## src/logic/swtq_pkg.sv

```systemverilog
// Constants and types for the sleep, wake and thermal qualifier.
// Assumes one standby clock and APB register access; pins arrive unsynchronised.
package swtq_pkg;
    // APB byte offsets
    localparam logic [7:0] OFF_CTRL  = 8'h00;
    localparam logic [7:0] OFF_THERM = 8'h04;
    localparam logic [7:0] OFF_STAT  = 8'h08;
    localparam logic [7:0] OFF_SRC   = 8'h0C;
    localparam logic [7:0] OFF_TEMP  = 8'h10;
    // Control register bit positions
    localparam int CB_ALARM  = 0;
    localparam int CB_PME    = 1;
    localparam int CB_DEVCAP = 2;
    localparam int CB_WOL    = 3;
    localparam int CB_USBPWR = 4;
    localparam int CB_USBEN  = 5;
    localparam int CB_AUTO   = 6;
    localparam int CTRL_W    = 7;
    localparam logic [6:0] CTRL_RST = 7'h00;
    // Thermal register fields
    localparam int TH_OFS_LSB  = 0;
    localparam int TH_CRIT_LSB = 8;
    localparam logic [7:0] OFS_RST  = 8'h00;
    localparam logic [7:0] CRIT_RST = 8'h69;
    // Status register fields
    localparam int SB_STATE_LSB = 0;
    localparam int SB_WAKE      = 4;
    localparam int SB_THR       = 5;
    localparam int SB_SHUT      = 6;
    localparam int SB_FAN_LSB   = 8;
    // Thermal figures in degrees C
    localparam logic [7:0] THR_BASE    = 8'h64;
    localparam logic [7:0] TMAX_DEF    = 8'h64;
    localparam logic [7:0] AUTO_MARGIN = 8'h05;
    localparam logic [7:0] FAN_START   = 8'h28;
    localparam logic [3:0] FAN_GAIN    = 4'h4;
    // Wake source indices
    localparam int SRC_PWRBTN  = 0;
    localparam int SRC_SMB     = 1;
    localparam int SRC_PCIE    = 2;
    localparam int SRC_WDT     = 3;
    localparam int SRC_CARRIER = 4;
    localparam int SRC_PME     = 5;
    localparam int SRC_LAN     = 6;
    localparam int SRC_USB     = 7;
    localparam int SRC_RTC     = 8;
    localparam int SRC_N       = 9;
    // Sleep state code from the sequencer
    localparam logic [1:0] SLP_S0 = 2'h0;
    localparam logic [1:0] SLP_S3 = 2'h1;
    localparam logic [1:0] SLP_S4 = 2'h2;
    localparam logic [1:0] SLP_S5 = 2'h3;
    typedef enum logic [3:0] {
        ST_S0 = 4'b0001,
        ST_S3 = 4'b0010,
        ST_S4 = 4'b0100,
        ST_S5 = 4'b1000
    } swtq_state_t;
    // Wake sources, active high, order matches the indices
    typedef struct packed {
        logic rtc_alarm;
        logic usb;
        logic lan;
        logic pme;
        logic carrier_wake;
        logic wdt_button;
        logic pcie_wake;
        logic smb_alert;
        logic power_button;
    } swtq_src_t;
endpackage

```

## src/logic/swtq_top.sv

```systemverilog
// Wake source qualification, throttle, fan and critical trip for the standby domain.
// Assumes sleep code and temperature come from logic on mclk_i; wake pins are asynchronous.
`timescale 1ns/1ps
// Contract
// - Button, alert, PCIe, watchdog wake S3-S5 always
// - Carrier wake honoured only in S3
// - RTC alarm wakes only S5 when enabled
// - PME wakes when resume or capability enabled
// - LAN wake only with wake-on-LAN configured
// - USB wakes S3 with standby power, enable
// - Throttle at 100 minus offset
// - Automatic trip at maximum plus five
// - Fan speed follows CPU temperature
// - Critical trip forces orderly shutdown
// - Track S3, S4, S5 sleep state
module swtq_top #(
    parameter logic [7:0] TMAX = swtq_pkg::TMAX_DEF
) (
    input  wire swtq_pkg::swtq_src_t wake_src_i,
    input  wire logic                mclk_i,
    input  wire logic                nrst_i,
    input  wire logic                ce_i,
    input  wire logic [1:0]          sleep_code_i,
    input  wire logic [7:0]          cpu_temp_i,
    input  wire logic                psel_i,
    input  wire logic                penable_i,
    input  wire logic                pwrite_i,
    input  wire logic [7:0]          paddr_i,
    input  wire logic [31:0]         pwdata_i,
    output logic      [31:0]         prdata_o,
    output logic                     pready_o,
    output logic                     pslverr_o,
    output logic                     wake_o,
    output logic                     throttle_o,
    output logic                     shutdown_o,
    output logic      [7:0]          fan_duty_o
);
    localparam int N = swtq_pkg::SRC_N;

    // Synchroniser chain; the edge detector reads stage two and the delayed copy only
    logic [N-1:0] sync1;
    logic [N-1:0] sync2;
    logic [N-1:0] sync3;
    logic [N-1:0] rise;
    logic [N-1:0] src_vec;
    assign src_vec = wake_src_i;

    genvar gi;
    generate
        for (gi = 0; gi < N; gi++)
        begin : g_sync
            always_ff @(posedge mclk_i)
            begin
                if (!nrst_i)
                begin
                    sync1[gi] <= 1'b0;
                    sync2[gi] <= 1'b0;
                    sync3[gi] <= 1'b0;
                end
                else if (ce_i)
                begin
                    sync1[gi] <= src_vec[gi];
                    sync2[gi] <= sync1[gi];
                    sync3[gi] <= sync2[gi];
                end
            end
            assign rise[gi] = sync2[gi] & ~sync3[gi];
        end
    endgenerate

    // Sleep state tracking
    swtq_pkg::swtq_state_t state;
    swtq_pkg::swtq_state_t next_state;
    always_comb
    begin
        unique case (sleep_code_i)
            swtq_pkg::SLP_S3: next_state = swtq_pkg::ST_S3;
            swtq_pkg::SLP_S4: next_state = swtq_pkg::ST_S4;
            swtq_pkg::SLP_S5: next_state = swtq_pkg::ST_S5;
            default:          next_state = swtq_pkg::ST_S0;
        endcase
    end
    always_ff @(posedge mclk_i)
    begin
        if (!nrst_i)
            state <= swtq_pkg::ST_S0;
        else if (ce_i)
            state <= next_state;
    end

    logic in_sleep;
    logic in_s3;
    logic in_s5;
    assign in_sleep = (state != swtq_pkg::ST_S0);
    assign in_s3    = (state == swtq_pkg::ST_S3);
    assign in_s5    = (state == swtq_pkg::ST_S5);

    // Software state
    logic [swtq_pkg::CTRL_W-1:0] ctrl;
    logic [7:0]                  ofs;
    logic [7:0]                  crit;
    logic [N-1:0]                src_seen;
    logic [swtq_pkg::CTRL_W-1:0] next_ctrl;
    logic [7:0]                  next_ofs;
    logic [7:0]                  next_crit;
    logic [N-1:0]                next_src_seen;

    // Per source qualification against state and enables
    logic [N-1:0] qual;
    always_comb
    begin
        qual = '0;
        qual[swtq_pkg::SRC_PWRBTN]  = rise[swtq_pkg::SRC_PWRBTN] & in_sleep;
        qual[swtq_pkg::SRC_SMB]     = rise[swtq_pkg::SRC_SMB] & in_sleep;
        qual[swtq_pkg::SRC_PCIE]    = rise[swtq_pkg::SRC_PCIE] & in_sleep;
        qual[swtq_pkg::SRC_WDT]     = rise[swtq_pkg::SRC_WDT] & in_sleep;
        qual[swtq_pkg::SRC_CARRIER] = rise[swtq_pkg::SRC_CARRIER] & in_s3;
        qual[swtq_pkg::SRC_RTC]     = rise[swtq_pkg::SRC_RTC] & in_s5 & ctrl[swtq_pkg::CB_ALARM];
        qual[swtq_pkg::SRC_PME]     = rise[swtq_pkg::SRC_PME] & in_sleep
                                    & (ctrl[swtq_pkg::CB_PME] | ctrl[swtq_pkg::CB_DEVCAP]);
        qual[swtq_pkg::SRC_LAN]     = rise[swtq_pkg::SRC_LAN] & in_sleep & ctrl[swtq_pkg::CB_WOL];
        // USB wake needs the hub still powered in S3, else the event never reaches us
        qual[swtq_pkg::SRC_USB]     = rise[swtq_pkg::SRC_USB] & in_s3
                                    & ctrl[swtq_pkg::CB_USBPWR] & ctrl[swtq_pkg::CB_USBEN];
    end

    // Thresholds
    logic [7:0]  thr_temp;
    logic [7:0]  crit_temp;
    logic [11:0] fan_prod;
    logic [7:0]  fan_calc;
    assign thr_temp  = (ofs > swtq_pkg::THR_BASE) ? 8'h00 : 8'(swtq_pkg::THR_BASE - ofs);
    assign crit_temp = ctrl[swtq_pkg::CB_AUTO] ? 8'(TMAX + swtq_pkg::AUTO_MARGIN) : crit;
    // Linear ramp above the start point, saturated at full speed
    always_comb
    begin
        // Both factors widened first, else the product wraps at 8 bits and hot reads as cool
        fan_prod = 12'(cpu_temp_i - swtq_pkg::FAN_START) * 12'(swtq_pkg::FAN_GAIN);
        if (cpu_temp_i <= swtq_pkg::FAN_START)
            fan_calc = 8'h00;
        else if (fan_prod > 12'h0FF)
            fan_calc = 8'hFF;
        else
            fan_calc = fan_prod[7:0];
    end

    // Core outputs
    logic       next_wake;
    logic       next_thr;
    logic       next_shut;
    logic [7:0] next_fan;
    always_comb
    begin
        next_wake = in_sleep & (wake_o | (|qual));
        next_thr  = (cpu_temp_i >= thr_temp);
        // Shutdown request holds until the sequencer has taken the system down
        next_shut = ~in_sleep & (shutdown_o | (cpu_temp_i >= crit_temp));
        next_fan  = fan_calc;
    end
    always_ff @(posedge mclk_i)
    begin
        if (!nrst_i)
        begin
            wake_o     <= 1'b0;
            throttle_o <= 1'b0;
            shutdown_o <= 1'b0;
            fan_duty_o <= 8'h00;
        end
        else if (ce_i)
        begin
            wake_o     <= next_wake;
            throttle_o <= next_thr;
            shutdown_o <= next_shut;
            fan_duty_o <= next_fan;
        end
    end

    // APB decode; one wait state so read data also comes from a flop
    logic        acc;
    logic        wr_fire;
    logic        hit;
    logic [31:0] rd_mux;
    logic [31:0] next_prdata;
    logic        next_pready;
    logic        next_pslverr;
    assign acc     = psel_i & penable_i;
    assign wr_fire = acc & pready_o & pwrite_i;
    always_comb
    begin
        rd_mux = 32'h0000_0000;
        hit    = 1'b1;
        unique case (paddr_i)
            swtq_pkg::OFF_CTRL:  rd_mux[swtq_pkg::CTRL_W-1:0] = ctrl;
            swtq_pkg::OFF_THERM:
            begin
                rd_mux[swtq_pkg::TH_OFS_LSB +: 8]  = ofs;
                rd_mux[swtq_pkg::TH_CRIT_LSB +: 8] = crit;
            end
            swtq_pkg::OFF_STAT:
            begin
                rd_mux[swtq_pkg::SB_STATE_LSB +: 4] = state;
                rd_mux[swtq_pkg::SB_WAKE]           = wake_o;
                rd_mux[swtq_pkg::SB_THR]            = throttle_o;
                rd_mux[swtq_pkg::SB_SHUT]           = shutdown_o;
                rd_mux[swtq_pkg::SB_FAN_LSB +: 8]   = fan_duty_o;
            end
            swtq_pkg::OFF_SRC:   rd_mux[N-1:0] = src_seen;
            swtq_pkg::OFF_TEMP:  rd_mux[7:0]   = cpu_temp_i;
            default:             hit           = 1'b0;
        endcase
        next_pready  = acc & ~pready_o;
        next_prdata  = (acc & ~pready_o & ~pwrite_i) ? rd_mux : 32'h0000_0000;
        next_pslverr = acc & ~pready_o & ~hit;
    end
    always_ff @(posedge mclk_i)
    begin
        if (!nrst_i)
        begin
            pready_o  <= 1'b0;
            prdata_o  <= 32'h0000_0000;
            pslverr_o <= 1'b0;
        end
        else if (ce_i)
        begin
            pready_o  <= next_pready;
            prdata_o  <= next_prdata;
            pslverr_o <= next_pslverr;
        end
    end

    // Register writes; a new source event wins over a write-one clear
    always_comb
    begin
        next_ctrl     = ctrl;
        next_ofs      = ofs;
        next_crit     = crit;
        next_src_seen = src_seen;
        if (wr_fire && paddr_i == swtq_pkg::OFF_CTRL)
            next_ctrl = pwdata_i[swtq_pkg::CTRL_W-1:0];
        if (wr_fire && paddr_i == swtq_pkg::OFF_THERM)
        begin
            next_ofs  = pwdata_i[swtq_pkg::TH_OFS_LSB +: 8];
            next_crit = pwdata_i[swtq_pkg::TH_CRIT_LSB +: 8];
        end
        if (wr_fire && paddr_i == swtq_pkg::OFF_SRC)
            next_src_seen = src_seen & ~pwdata_i[N-1:0];
        next_src_seen = next_src_seen | qual;
    end
    always_ff @(posedge mclk_i)
    begin
        if (!nrst_i)
        begin
            ctrl     <= swtq_pkg::CTRL_RST;
            ofs      <= swtq_pkg::OFS_RST;
            crit     <= swtq_pkg::CRIT_RST;
            src_seen <= '0;
        end
        else if (ce_i)
        begin
            ctrl     <= next_ctrl;
            ofs      <= next_ofs;
            crit     <= next_crit;
            src_seen <= next_src_seen;
        end
    end
endmodule // swtq_top

```

## config.mk

```make
export PLATFORM = sky130hd
export DESIGN_NAME = swtq_top
export DESIGN_NICKNAME = d
export VERILOG_FILES = /design/src/logic/swtq_pkg.sv /design/src/logic/swtq_top.sv
export SDC_FILE = /design/constraint.sdc
export NUM_CORES = 1
export LEC_CHECK = 0
export ABC_AREA = 1
export BUFFER_PORTS_ARGS = -buffer_cell sky130_fd_sc_hd__buf_2
export CORE_MARGIN = 2
export CORE_UTILIZATION = 54
export DETAILED_ROUTE_END_ITERATION = 6
export GPL_TIMING_DRIVEN = 0
export PLACE_DENSITY_LB_ADDON = 0.25
export RECOVER_POWER = 50
export SYNTH_ARGS = -nofsm -noshare
export SYNTH_HDL_FRONTEND = slang
export SYNTH_SLANG_ARGS = --single-unit
```

## constraint.sdc

```tcl
create_clock -name mclk_i -period 3.2 [get_ports mclk_i]
set_clock_uncertainty 0.2 [all_clocks]
set_input_delay 0 -clock mclk_i [delete_from_list [all_inputs] [get_ports mclk_i]]
set_output_delay 0 -clock mclk_i [all_outputs]
set_load 0.02 [all_outputs]
```

# Word-level counts from Yosys, hierarchy flattened
# Index checks and enable logic that the tools add are counted.
word_totals:
  ff_bits: 108
op_classes:
  add_sub_neg: 2
  order_cmp: 5
  eq_ne: 10
  mux: 12
  bitwise_logic: 50
  n_reduce_logical: 8
op_table:
  columns: ["op", "count"]
  rows:
  - ["7-bit case mux with 5 select lines", 1]
  - ["8-bit two-way mux", 4]
  - ["1-bit AND", 31]
  - ["8-bit by 4-bit equality test with 1-bit output (second input constant)", 2]
  - ["8-bit greater-or-equal comparator", 2]
  - ["16-bit two-way mux", 1]
  - ["7-bit case mux with 2 select lines", 1]
  - ["1-bit NOT", 13]
  - ["12-bit by 8-bit > comparator with 1-bit output (second input constant)", 1]
  - ["4-bit case mux with 3 select lines", 1]
  - ["9-bit AND", 1]
  - ["9-bit two-way mux", 1]
  - ["9-bit NOT", 1]
  - ["9-bit OR", 1]
  - ["9-bit OR reduction", 1]
  - ["8-bit by 6-bit subtractor with 9-bit output (second input constant)", 1]
  - ["8-bit by 3-bit equality test with 1-bit output (second input constant)", 1]
  - ["8-bit by 5-bit equality test with 1-bit output (second input constant)", 1]
  - ["8-bit by 7-bit > comparator with 1-bit output (second input constant)", 1]
  - ["8-bit by 6-bit less-or-equal comparator with 1-bit output (second input constant)", 1]
  - ["8-bit logical NOT", 1]
  - ["7-bit by 8-bit subtractor with 8-bit output (first input constant)", 1]
  - ["1-bit case mux with 3 select lines", 2]
  - ["5-bit OR reduction", 1]
  - ["other kinds (9)", 15]

# Logic depth before layout (Yosys ltp)
# Gate-level depths: netlist of run 1.
depth:
  depth_word: 8
  depth_mapped: 18
  depth_no_buf: 18

# Worst setup path before layout of run 1
# OpenSTA, ideal clock, no wires.
synth_path:
  path_type: "flip-flop to flip-flop"
  start: "register ofs[0]"
  end: "register throttle_o"
  setup_ps: 132
  t_arrival_ps: 2021
  required_ps: 2868
  setup_slack_ps: 847
  stages_incl_launch_ff: 19
  path_buffers: 0
  period_less_slack_ps: 2353
  cell_sequence: "dfxtp_1 > inv_1 > ha_1 > inv_1 > nand2_1 > nand2_1 > nor2_1 > nor2_1 > a21oi_1 > inv_1 > a21oi_1 > o21ai_0 > ha_1 > a21oi_1 > o21ai_0 > nand2_1 > nand3_1 > nand2_1 > a21oi_1"
synth_between:
  elab_chain_len: 3
  elab_cells_between_ends: 4
synth_rtl:
  columns: ["item", "line", "source"]
  rows:
  - ["start, declared", "swtq_top.sv:100", "logic [7:0] ofs;"]
  - ["start signal, assigned", "swtq_top.sv:254", "ofs <= swtq_pkg::OFS_RST;"]
  - ["start signal, assigned", "swtq_top.sv:261", "ofs <= next_ofs;"]
  - ["7-bit by 8-bit subtractor with 8-bit output or 8-bit by 7-bit > comparator with 1-bit output (tied branches)", "swtq_top.sv:132", "assign thr_temp = (ofs > swtq_pkg::THR_BASE) ? 8'h00 : 8'(swtq_pkg::THR_BASE - ofs);"]
  - ["8-bit two-way mux (*)", "swtq_top.sv:132", null]
  - ["8-bit greater-or-equal comparator (*)", "swtq_top.sv:155", "next_thr = (cpu_temp_i >= thr_temp);"]
  - ["end signal, assigned", "swtq_top.sv:172", "throttle_o <= next_thr;"]
  - ["end, declared", "swtq_top.sv:34", "output logic throttle_o,"]
# Every way passes the cells marked *; elsewhere a longest branch is shown, timed or not.
# A chain may end at the register's enable or synchronous reset.

# Worst setup path in the final report of run 1
layout_path:
  start: "input port ce_i"
  end: "register crit[7]"
layout_between:
  elab_chain_len: 1
layout_rtl:
  columns: ["item", "line", "source"]
  rows:
  - ["start, declared", "swtq_top.sv:22", "input wire logic ce_i,"]
  - ["2-bit AND reduction (no line)", null, null]
  - ["end signal, assigned", "swtq_top.sv:255", "crit <= swtq_pkg::CRIT_RST;"]
  - ["end signal, assigned", "swtq_top.sv:262", "crit <= next_crit;"]
  - ["end, declared", "swtq_top.sv:101", "logic [7:0] crit;"]
# Every way passes these cells.

==> impl_results.md, run 1 <==
- Critical path fanouts, max: 10
- Pin count of the biggest net entering global routing: 17
- EDFF count, synth: 0
- CTS tree: yes
- CTS Root Cell: clkbuf_8
- DR DRC count: 0
- Hold Startpoint: paddr_i[2]
- Post-synthesis adder-cell area fraction: under 10%
- Ys flop type: dfxtp_1
- Grt ovf: 0
- Chip width: 97.9 um
- Post-Syn Area: 4760 um^2
- Clock sinks: 91
- GRT Util Overall: 29.1%
- Initial DRC Count: 456
- Reg-to-Reg End: throttle_o
- Max-slew violation count: 0
- DR pass1 iterations: 5
- Mean Syn Cell Area: 6.92 um^2
- Hold path endpoint: prdata_o[10]
- TritonCTS buffer count: 9
- Num ports: 110
- Post-synthesis xor/xnor area fraction: 0.368%
- Layout cell share with drive strength beyond 1: 12.7%
- Gpl congestion: approximately 0.94
- CP arrival: just over 3 ns
- Die area: between 9000 and 10000 um^2
- Seq cells post-synth: 91
- Hold WC Path Type: primary input to register
- Via/cell ratio: between 5 and 6
- Req. time, crit path: 3.26 ns
- Final net count: 916
- Clock group share of total power: 34.3%
- RSZ-0062 raised after global routing: false
- Slew headroom: roughly 58%
- CTS clk-pin slew, worst paths: 0.10 ns
- Final hold violation count: 0
- Final setup viols: 0
- Synthesis-to-layout area growth: 23.7%
- Pint: 1670 uW
- Placed Cells incl. Taps: approximately 890
- Max Fclk: 332 MHz
- Via count: 5011
- Detail Placement HPWL: 10200 um
- Switch Pwr: 667 uW
- Highest-count cells in the layout ignoring fill and taps: nand2_1 (140), dfxtp_1 (91), a21oi_1 (81)
- Setup Total Neg Slack: 0 ns
- Type of origin of the critical path: primary input
- Synth Area in Compound Gates: 17.9%
- Row cnt: 34
- Diode count: 0
- Final core utilization: 68.2%
- Fin cells: 945
- Power density cells: 397 nW/um^2
- Die Y: slightly below 100 um
- Antenna Nets Post-Route: 0
- Fin crit share: 94.3%
- DR WL/cell: between 10 and 15 um
- Core Region: 8640 um^2
- Final min period: 3.02 ns
- Reg2reg path depth: 18
- Register-to-register setup slack: between 0.3 and 0.4 ns
- Initial antenna violation count: 0
- Switching Share: between 20% and 30%
- Clock latency on the worst-skew pair: 0.37 ns
- Comb power frac: around 15%
- Worst hold path depth: 6
- Commonest non-fill, non-tap cell in the layout: nand2_1
- Crit path capture type: register
- Dpl cell area: between 5000 and 6000 um^2
- Ys Warns: 0
- Vias in the first global route: 4941
- Async SR Flop Fraction: 0%
- IO Port Bufs: 75
- Longest Clk Path Bufs: 2
- First-pass GRT wire length: 22600 um
- H-tree levels: 3
- Part of the Yosys area used for sequential elements: a little under two fifths
- Cells after synthesis: about 690
- Critical path type: primary input to register
- Simple-gate share of the synthesized area: 26.6%
- Largest family of logic cells by synthesized area: simple AND/OR/NAND/NOR gates
- Unique masters post-synth: 40
- Leak: 0.00268 uW
- Worst r2r src: ofs[0]
- Max VDD drop: 0.275 mV
- Drt total wl: 13900 um
- Total power: 2340 uW
- Max-Cap Viols: 0
- Worst slew pin tran: 0.633 ns
- Final instance area: around 6000 um^2
- Mux cell area share after synthesis: 0%
- CTS-repair resized insts: 0
- Flop pwr share: 51.0%
- Initial core utilization: 55.1%
- Fillers: 778
- Status: finished clean
through the flow:
stage	hold WS, ns	setup WS, ns
after floorplan	-0.0696	0.847
after detailed placement	0.0203	0.390
final	0.00922	0.184
after global placement	0.0163	0.500
after CTS	0.00845	0.380
after global routing	0.0124	0.0416
what timing repair did:
item                      4_1_cts  5_1_grt
setup buffers                   0        0
hold buffers                   43        1
hold endpoints to repair       64        1
power groups by stage:
stage               Combinational [uW]  Clock, uW  Sequential [uW]
floorplan                          185          0             1230
global placement                   294          0             1220
detailed placement                 302          0             1220
CTS                                342        795             1190
global route                       380        838             1200
finish                             344        802             1190
how the worst max path moves through the flow:
stage	start	end	slack, ns	depth (start not counted)
2_1_floorplan	ofs[0]	throttle_o	0.85	18
3_3_place_gp	ofs[0]	throttle_o	0.50	18
3_5_place_dp	ofs[0]	throttle_o	0.39	18
4_1_cts	ofs[0]	throttle_o	0.38	18
5_1_grt	ofs[0]	throttle_o	0.04	18
6_report	ce_i	crit[7]	0.18	9
cells in the mapped netlist, drive strengths merged (3+ instances only):
cell type / number / share of area (%)
nand3: 48 / 5.2
o22ai: 6 / 0.79
clkbuf: 15 / 1.2
nand2: 146 / 12
nand4: 6 / 0.79
dfxtp: 91 / 38
ha: 18 / 4.7
nor2: 81 / 7.2
o21ai: 66 / 6.9
inv: 74 / 5.9
o211ai: 5 / 0.89
or2: 3 / 0.39
buf: 30 / 4.7
nor3: 4 / 0.66
a21oi: 81 / 8.5
clkinv: 3 / 0.29
layout make-up:
cell class	count	area (um^2)	area share [%]
clock inverter	6	72.6	1.23
multi-input combinational	490	2400	40.8
sequential	91	1820	30.9
clock buffer	9	124	2.10
timing repair buffer	119	779	13.2
buffer	45	256	4.36
inverter	77	294	4.99
tap	108	135	2.29
sequential cells by signal, summed over array words and instances, names as in the netlist:
signal and cells:
sync3 9, pslverr_o 1, ofs 8, shutdown_o 1
fan_duty_o 7, crit 8, ctrl 7, src_seen 9
throttle_o 1, sync1 9, wake_o 1, prdata_o 16
state 4, sync2 9, pready_o 1
cells by family after synthesis:
| kind of cell | Yosys count |
|---|---|
| other | 1 |
| adder cells (fa/ha/maj) | 18 |
| XOR/XNOR | 2 |
| AND/OR/NAND/NOR | 291 |
| AO/OA/AOI/OAI | 163 |
| buffers and inverters | 122 |
| flip-flops | 91 |
worst max-delay path: stages:
cell and delay, ns:
dlygate4sd3_1 0.53, clkbuf_1 0.40, inv_1 0.30, nor2_1 0.53
nand2_2 0.12, clkbuf_1 0.28, o21ai_0 0.27, dlygate4sd3_1 0.59
a21oi_1 0.05
metal layers:
layer  routed length [um]  vias up  part of all wire [%]  GRT usage [%]
met1                 5670     2260                    41           33.9
met4                  515        0                   3.7           13.1
met5                    0        -                     0              0
met2                 6850      206                    49           52.5
li1                     -     2498                     -              -
met3                  822       47                   5.9           4.29
(Power assumes the default switching activity.)
==> inputs of run 2 (changes only) <==
- GPL_TIMING_DRIVEN: 0 -> 1
==> impl_results.md, run 2 (synthesis results as in run 1) <==
- Status: finished with violations
- Failing checks: capacitance limit, slew limit
- Grt ovf: 0
- Row cnt: 34
- Final core utilization: 65.5%
- Via count: just under 5000
- Pin count of the biggest net entering global routing: 54
- TritonCTS buffer count: 9
- Register-to-register setup slack: 0.53 ns
- Hold Startpoint: cpu_temp_i[5]
- CTS-repair resized insts: 0
- Metal3 WL: 729 um
- Worst r2r src: ofs[0]
- Max Fclk: 346 MHz
- Drt total wl: roughly 13000 um
- Core Region: around 8600 um^2
- Synthesis-to-layout area growth: 18.9%
- Slew headroom: -31.4%
- Hold WC Path Type: primary input to register
- Reg2reg path depth: 18
- Power density cells: 408 nW/um^2
- Highest-count cells in the layout ignoring fill and taps: nand2_1 (140), dfxtp_1 (91), a21oi_1 (81)
- Initial antenna violation count: 0
- Die Y: 97.9 um
- Setup Total Neg Slack: 0 ns
- Final net count: between 800 and 900
- IO Port Bufs: 77
- Final hold violation count: 0
- Reg-to-Reg End: throttle_o
- DR WL/cell: 14.2 um
- Final setup viols: 0
- Critical path type: primary input to register
- Biggest register: prdata_o
- DR DRC count: 0
- Num ports: 110
- Top sig layer: met4
- Max FFs per register: 16
- CTS Hold Bufs: 42
- WL met2: around 6400 um
- Longest Clk Path Bufs: 2
- Post-CTS Setup Inserts: 0
- CTS Root Cell: clkbuf_8
- Fin crit share: roughly 90%
- Antenna Nets Post-Route: 0
- First-pass GRT wire length: 21200 um
- CTS clk-pin slew, worst paths: roughly 0.1 ns
- Met1 WL: 5240 um
- CP arrival: between 2 and 3 ns
- Hold path endpoint: fan_duty_o[7]
- RSZ-0062 raised after global routing: false
- Max VDD drop: 0.294 mV
- DR pass1 iterations: 5
- Total power: 2310 uW
- Worst slew pin tran: 1.97 ns
- Vias in the first global route: 4572
- Max-Cap Viols: 1
- Crit path capture type: register
- Gpl congestion: roughly 0.9
- Initial DRC Count: 289
- Worst hold path depth: 7
- Type of origin of the critical path: primary input
- Clock latency on the worst-skew pair: approximately 0.36 ns
- Critical path fanouts, max: 53
- Leak: 0.00255 uW
- Commonest non-fill, non-tap cell in the layout: nand2_1
- Fillers: 801
- Max-slew violation count: 54
- Layout cell share with drive strength beyond 1: 11.1%
- Chip width: 97.9 um
- Detail Placement HPWL: 8870 um
- Via/cell ratio: 5.38
- Initial core utilization: ~55%
- Req. time, crit path: ~3.3 ns
- H-tree levels: 3
- Final min period: ~2.9 ns
- Die area: 9580 um^2
- CTS tree: yes
- GRT Util Overall: between 20% and 30%
- Clock sinks: between 90 and 100
- Diode count: 0
run 2: changes by cell type in the layout (fill, tap and decap cells not counted), sizes merged:
cell         before  now
buf              70   48
clkbuf           59   43
inv              76   75
dlygate4sd3      44   42
run 2: worst max path at each step:
stage,slack [ns],start,to
2_1_floorplan,0.85,ofs[0],throttle_o
3_3_place_gp,0.67,ofs[0],throttle_o
3_5_place_dp,0.61,ofs[0],throttle_o
4_1_cts,0.58,ofs[0],throttle_o
5_1_grt,0.06,nrst_i,crit[3]
6_report,0.31,nrst_i,crit[3]
run 2: power by group:
group	leakage, uW	switching [uW]	total, uW	internal (uW)
logic	0.00172	196	311	115
clock network	0.0000910	423	804	381
registers	0.000743	23.5	1190	1170
run 2: metrics by stage:
| step | setup WS (ns) | area (um^2) | std cells | hold slack, ns |
|---|---|---|---|---|
| final | 0.310 | 5660 | 904 | 0.0184 |
| after global routing | 0.0574 | 5660 | 904 | 0.0401 |
| after CTS | 0.584 | 5710 | 904 | 0.00767 |
| after detailed placement | 0.607 | 5090 | 847 | 0.0221 |
| after global placement | 0.673 | 5090 | 847 | 0.0159 |
| after floorplan | 0.847 | 4810 | 703 | -0.0696 |
run 2: routing by layer:
metal	up-vias	GRT usage, %
met2	172	46.7
met3	42	3.58
met5	-	0
li1	2419	-
met1	2235	33.0
met4	0	14.2
run 2: critical path, stage by stage:
cell	delay, ns
dlygate4sd3_1	0.52
clkbuf_1	0.12
clkbuf_1	1.42
o211ai_1	0.21
dlygate4sd3_1	0.65
run 2: final cells by class:
type | instances | area, um^2 | area share, %
multi-input combinational | 490 | 2420 | 42.8
inverter | 77 | 294 | 5.20
clock inverter | 5 | 61.3 | 1.08
sequential | 91 | 1820 | 32.2
tap | 108 | 135 | 2.39
timing repair buffer | 123 | 788 | 13.9
clock buffer | 10 | 138 | 2.43
==> inputs of run 3 (changes only) <==
- RECOVER_POWER: 50 -> not set
- REMOVE_ABC_BUFFERS: not set -> 1
==> impl_results.md, run 3 (synthesis results as in run 1) <==
- Gpl congestion: roughly 0.9
- Crit path capture type: register
- Commonest non-fill, non-tap cell in the layout: nand2_1
- Max-Cap Viols: 0
- Post-CTS Setup Inserts: 0
- Pint: 1580 uW
- Top sig layer: met4
- Met1 WL: around 5100 um
- WHS: 0.0282 ns
- Biggest register: prdata_o
- Initial antenna violation count: 0
- Initial DRC Count: 170
- Vias in the first global route: 4533
- CP arrival: 2.75 ns
- Max FFs per register: 16
- Slew headroom: between 40% and 50%
- Max Fclk: 376 MHz
- Clock latency on the worst-skew pair: 0.36 ns
- RSZ-0062 raised after global routing: false
- Pin count of the biggest net entering global routing: 54
- CTS clk-pin slew, worst paths: 0.09 ns
- Critical Path Slowest Stage Cell: dfxtp_1
- Die Y: 97.9 um
- CTS-repair resized insts: 0
- Critical path type: register to register
- Worst hold path depth: 7
- Num ports: between 100 and 150
- DR WL/cell: 13.8 um
- Leak: 0.00269 uW
- Clock group share of total power: between 30% and 40%
- Metal3 WL: 752 um
- Core Region: between 8000 and 9000 um^2
- Flop pwr share: 53.9%
- Hold path endpoint: src_seen[3]
- Synthesis-to-layout area growth: 19.6%
- Switch Pwr: 631 uW
- CTS Root Cell: clkbuf_8
- Critical Path Max Stage Delay: between 0.3 and 0.4 ns
- Final net count: 877
- WL met2: 6230 um
- Longest Clk Path Bufs: 2
- Hold WC Path Type: primary input to register
- Detail Placement HPWL: 8720 um
- Comb power frac: around 14%
- Final worst setup slack: 0.543 ns
- Switching Share: between 20% and 30%
- First-pass GRT wire length: 20600 um
- Max VDD drop: 0.337 mV
- H-tree levels: 3
- Most Frequent Cell on Critical Path: nand2_1
- Fin crit share: between 80% and 90%
- Req. time, crit path: 3.30 ns
- Chip width: a little under 100 um
- Antenna Nets Post-Route: 0
- Reg2reg path depth: 18
- Layout cell share with drive strength beyond 1: 15.0%
- IO Port Bufs: 77
- Setup Total Neg Slack: 0 ns
- Max-slew violation count: 0
- Critical path fanouts, max: 5
- Setup crit start: ofs[0]
- DR DRC count: 0
- Pre-CTS setup slack: 0.607 ns
- Status: finished clean
- Power density cells: 388 nW/um^2
- Clock sinks: 91
- CTS tree: yes
- Die area: between 9000 and 10000 um^2
- Row cnt: 34
- Hold Startpoint: paddr_i[7]
- GRT Util Overall: 26.5%
- Worst r2r src: ofs[0]
- Register-to-register setup slack: ~0.54 ns
- Final min period: 2.66 ns
- Final setup viols: 0
- Highest-count cells in the layout ignoring fill and taps: nand2_1 (140), dfxtp_1 (91), a21oi_1 (81)
- Via count: 4710
- Initial core utilization: around 55%
- Drt total wl: 12500 um
- Diode count: 0
- Via/cell ratio: 5.19
- DR pass1 iterations: 4
- Type of origin of the critical path: register
- Cells along the critical path: inv_1, ha_1, inv_1, nand2_1, nand2_1, nor2_1, nor2_1, a21oi_1, inv_1, a21oi_1, o21ai_0, ha_1, nand2_1, o21ai_0, nand2_1, nand3_1, nand2_1, a21oi_1
- Worst slew pin tran: 0.825 ns
- Grt ovf: 0
- Final hold violation count: 0
- TritonCTS buffer count: 9
- Reg-to-Reg End: throttle_o
==> run 3: worst max-delay path by stage <==
stage                      end  slack (ns)  cells past startpoint
floorplan           throttle_o        0.83                     18
global placement    throttle_o        0.67                     18
detailed placement  throttle_o        0.61                     18
CTS                 throttle_o        0.57                     18
global route        throttle_o        0.19                     18
finish              throttle_o        0.54                     18
==> run 3: area by class of cell <==
type                    count  area, um^2
multi-input cells         490        2420
well taps                 108         135
fillers                   814        2940
repair buffers            125         853
clock inverters             5        36.3
flip-flops and latches     91        1820
inverters                  77         294
clock buffers              11         131
==> run 3: metrics by stage <==
step / total power [uW] / util [%] / cells / instance area [um^2]
floorplan: 1380 / - / 658 / 4540
global placement: 1480 / 59.0 / 848 / 5090
finish: 2210 / 65.9 / 907 / 5690
detailed placement: 1490 / 59.0 / 848 / 5090
CTS: 2220 / 65.9 / 907 / 5690
global route: 2300 / 65.9 / 907 / 5690
==> run 3: power by group through the flow <==
| stage | logic [uW] | registers, uW | clock network (uW) |
|---|---|---|---|
| 2_1_floorplan | 147 | 1230 | 0 |
| 3_3_place_gp | 268 | 1220 | 0 |
| 3_5_place_dp | 275 | 1220 | 0 |
| 4_1_cts | 314 | 1190 | 719 |
| 5_1_grt | 353 | 1200 | 750 |
| 6_report | 316 | 1190 | 702 |
==> run 3: worst max-delay path, delay by kind of cell (launching register included) <==
family / cells / cell delay [ns]
adders and majority gates: 2 / 0.46
AOI/OAI and AO/OA: 5 / 0.78
buffers and inverters: 3 / 0.26
and+or+nand+nor: 8 / 0.57
DFF: 1 / 0.34
==> run 3: what timing repair did <==
item	4_1_cts	5_1_grt
setup endpoints to repair	0	0
hold endpoints to repair	73	0
hold buffers	43	0
==> run 3: metal layers <==
metal,global-route usage [%],up-vias
met5,0,-
met4,12.2,0
met3,5.44,35
met2,46.9,144
met1,30.7,2115
li1,-,2416
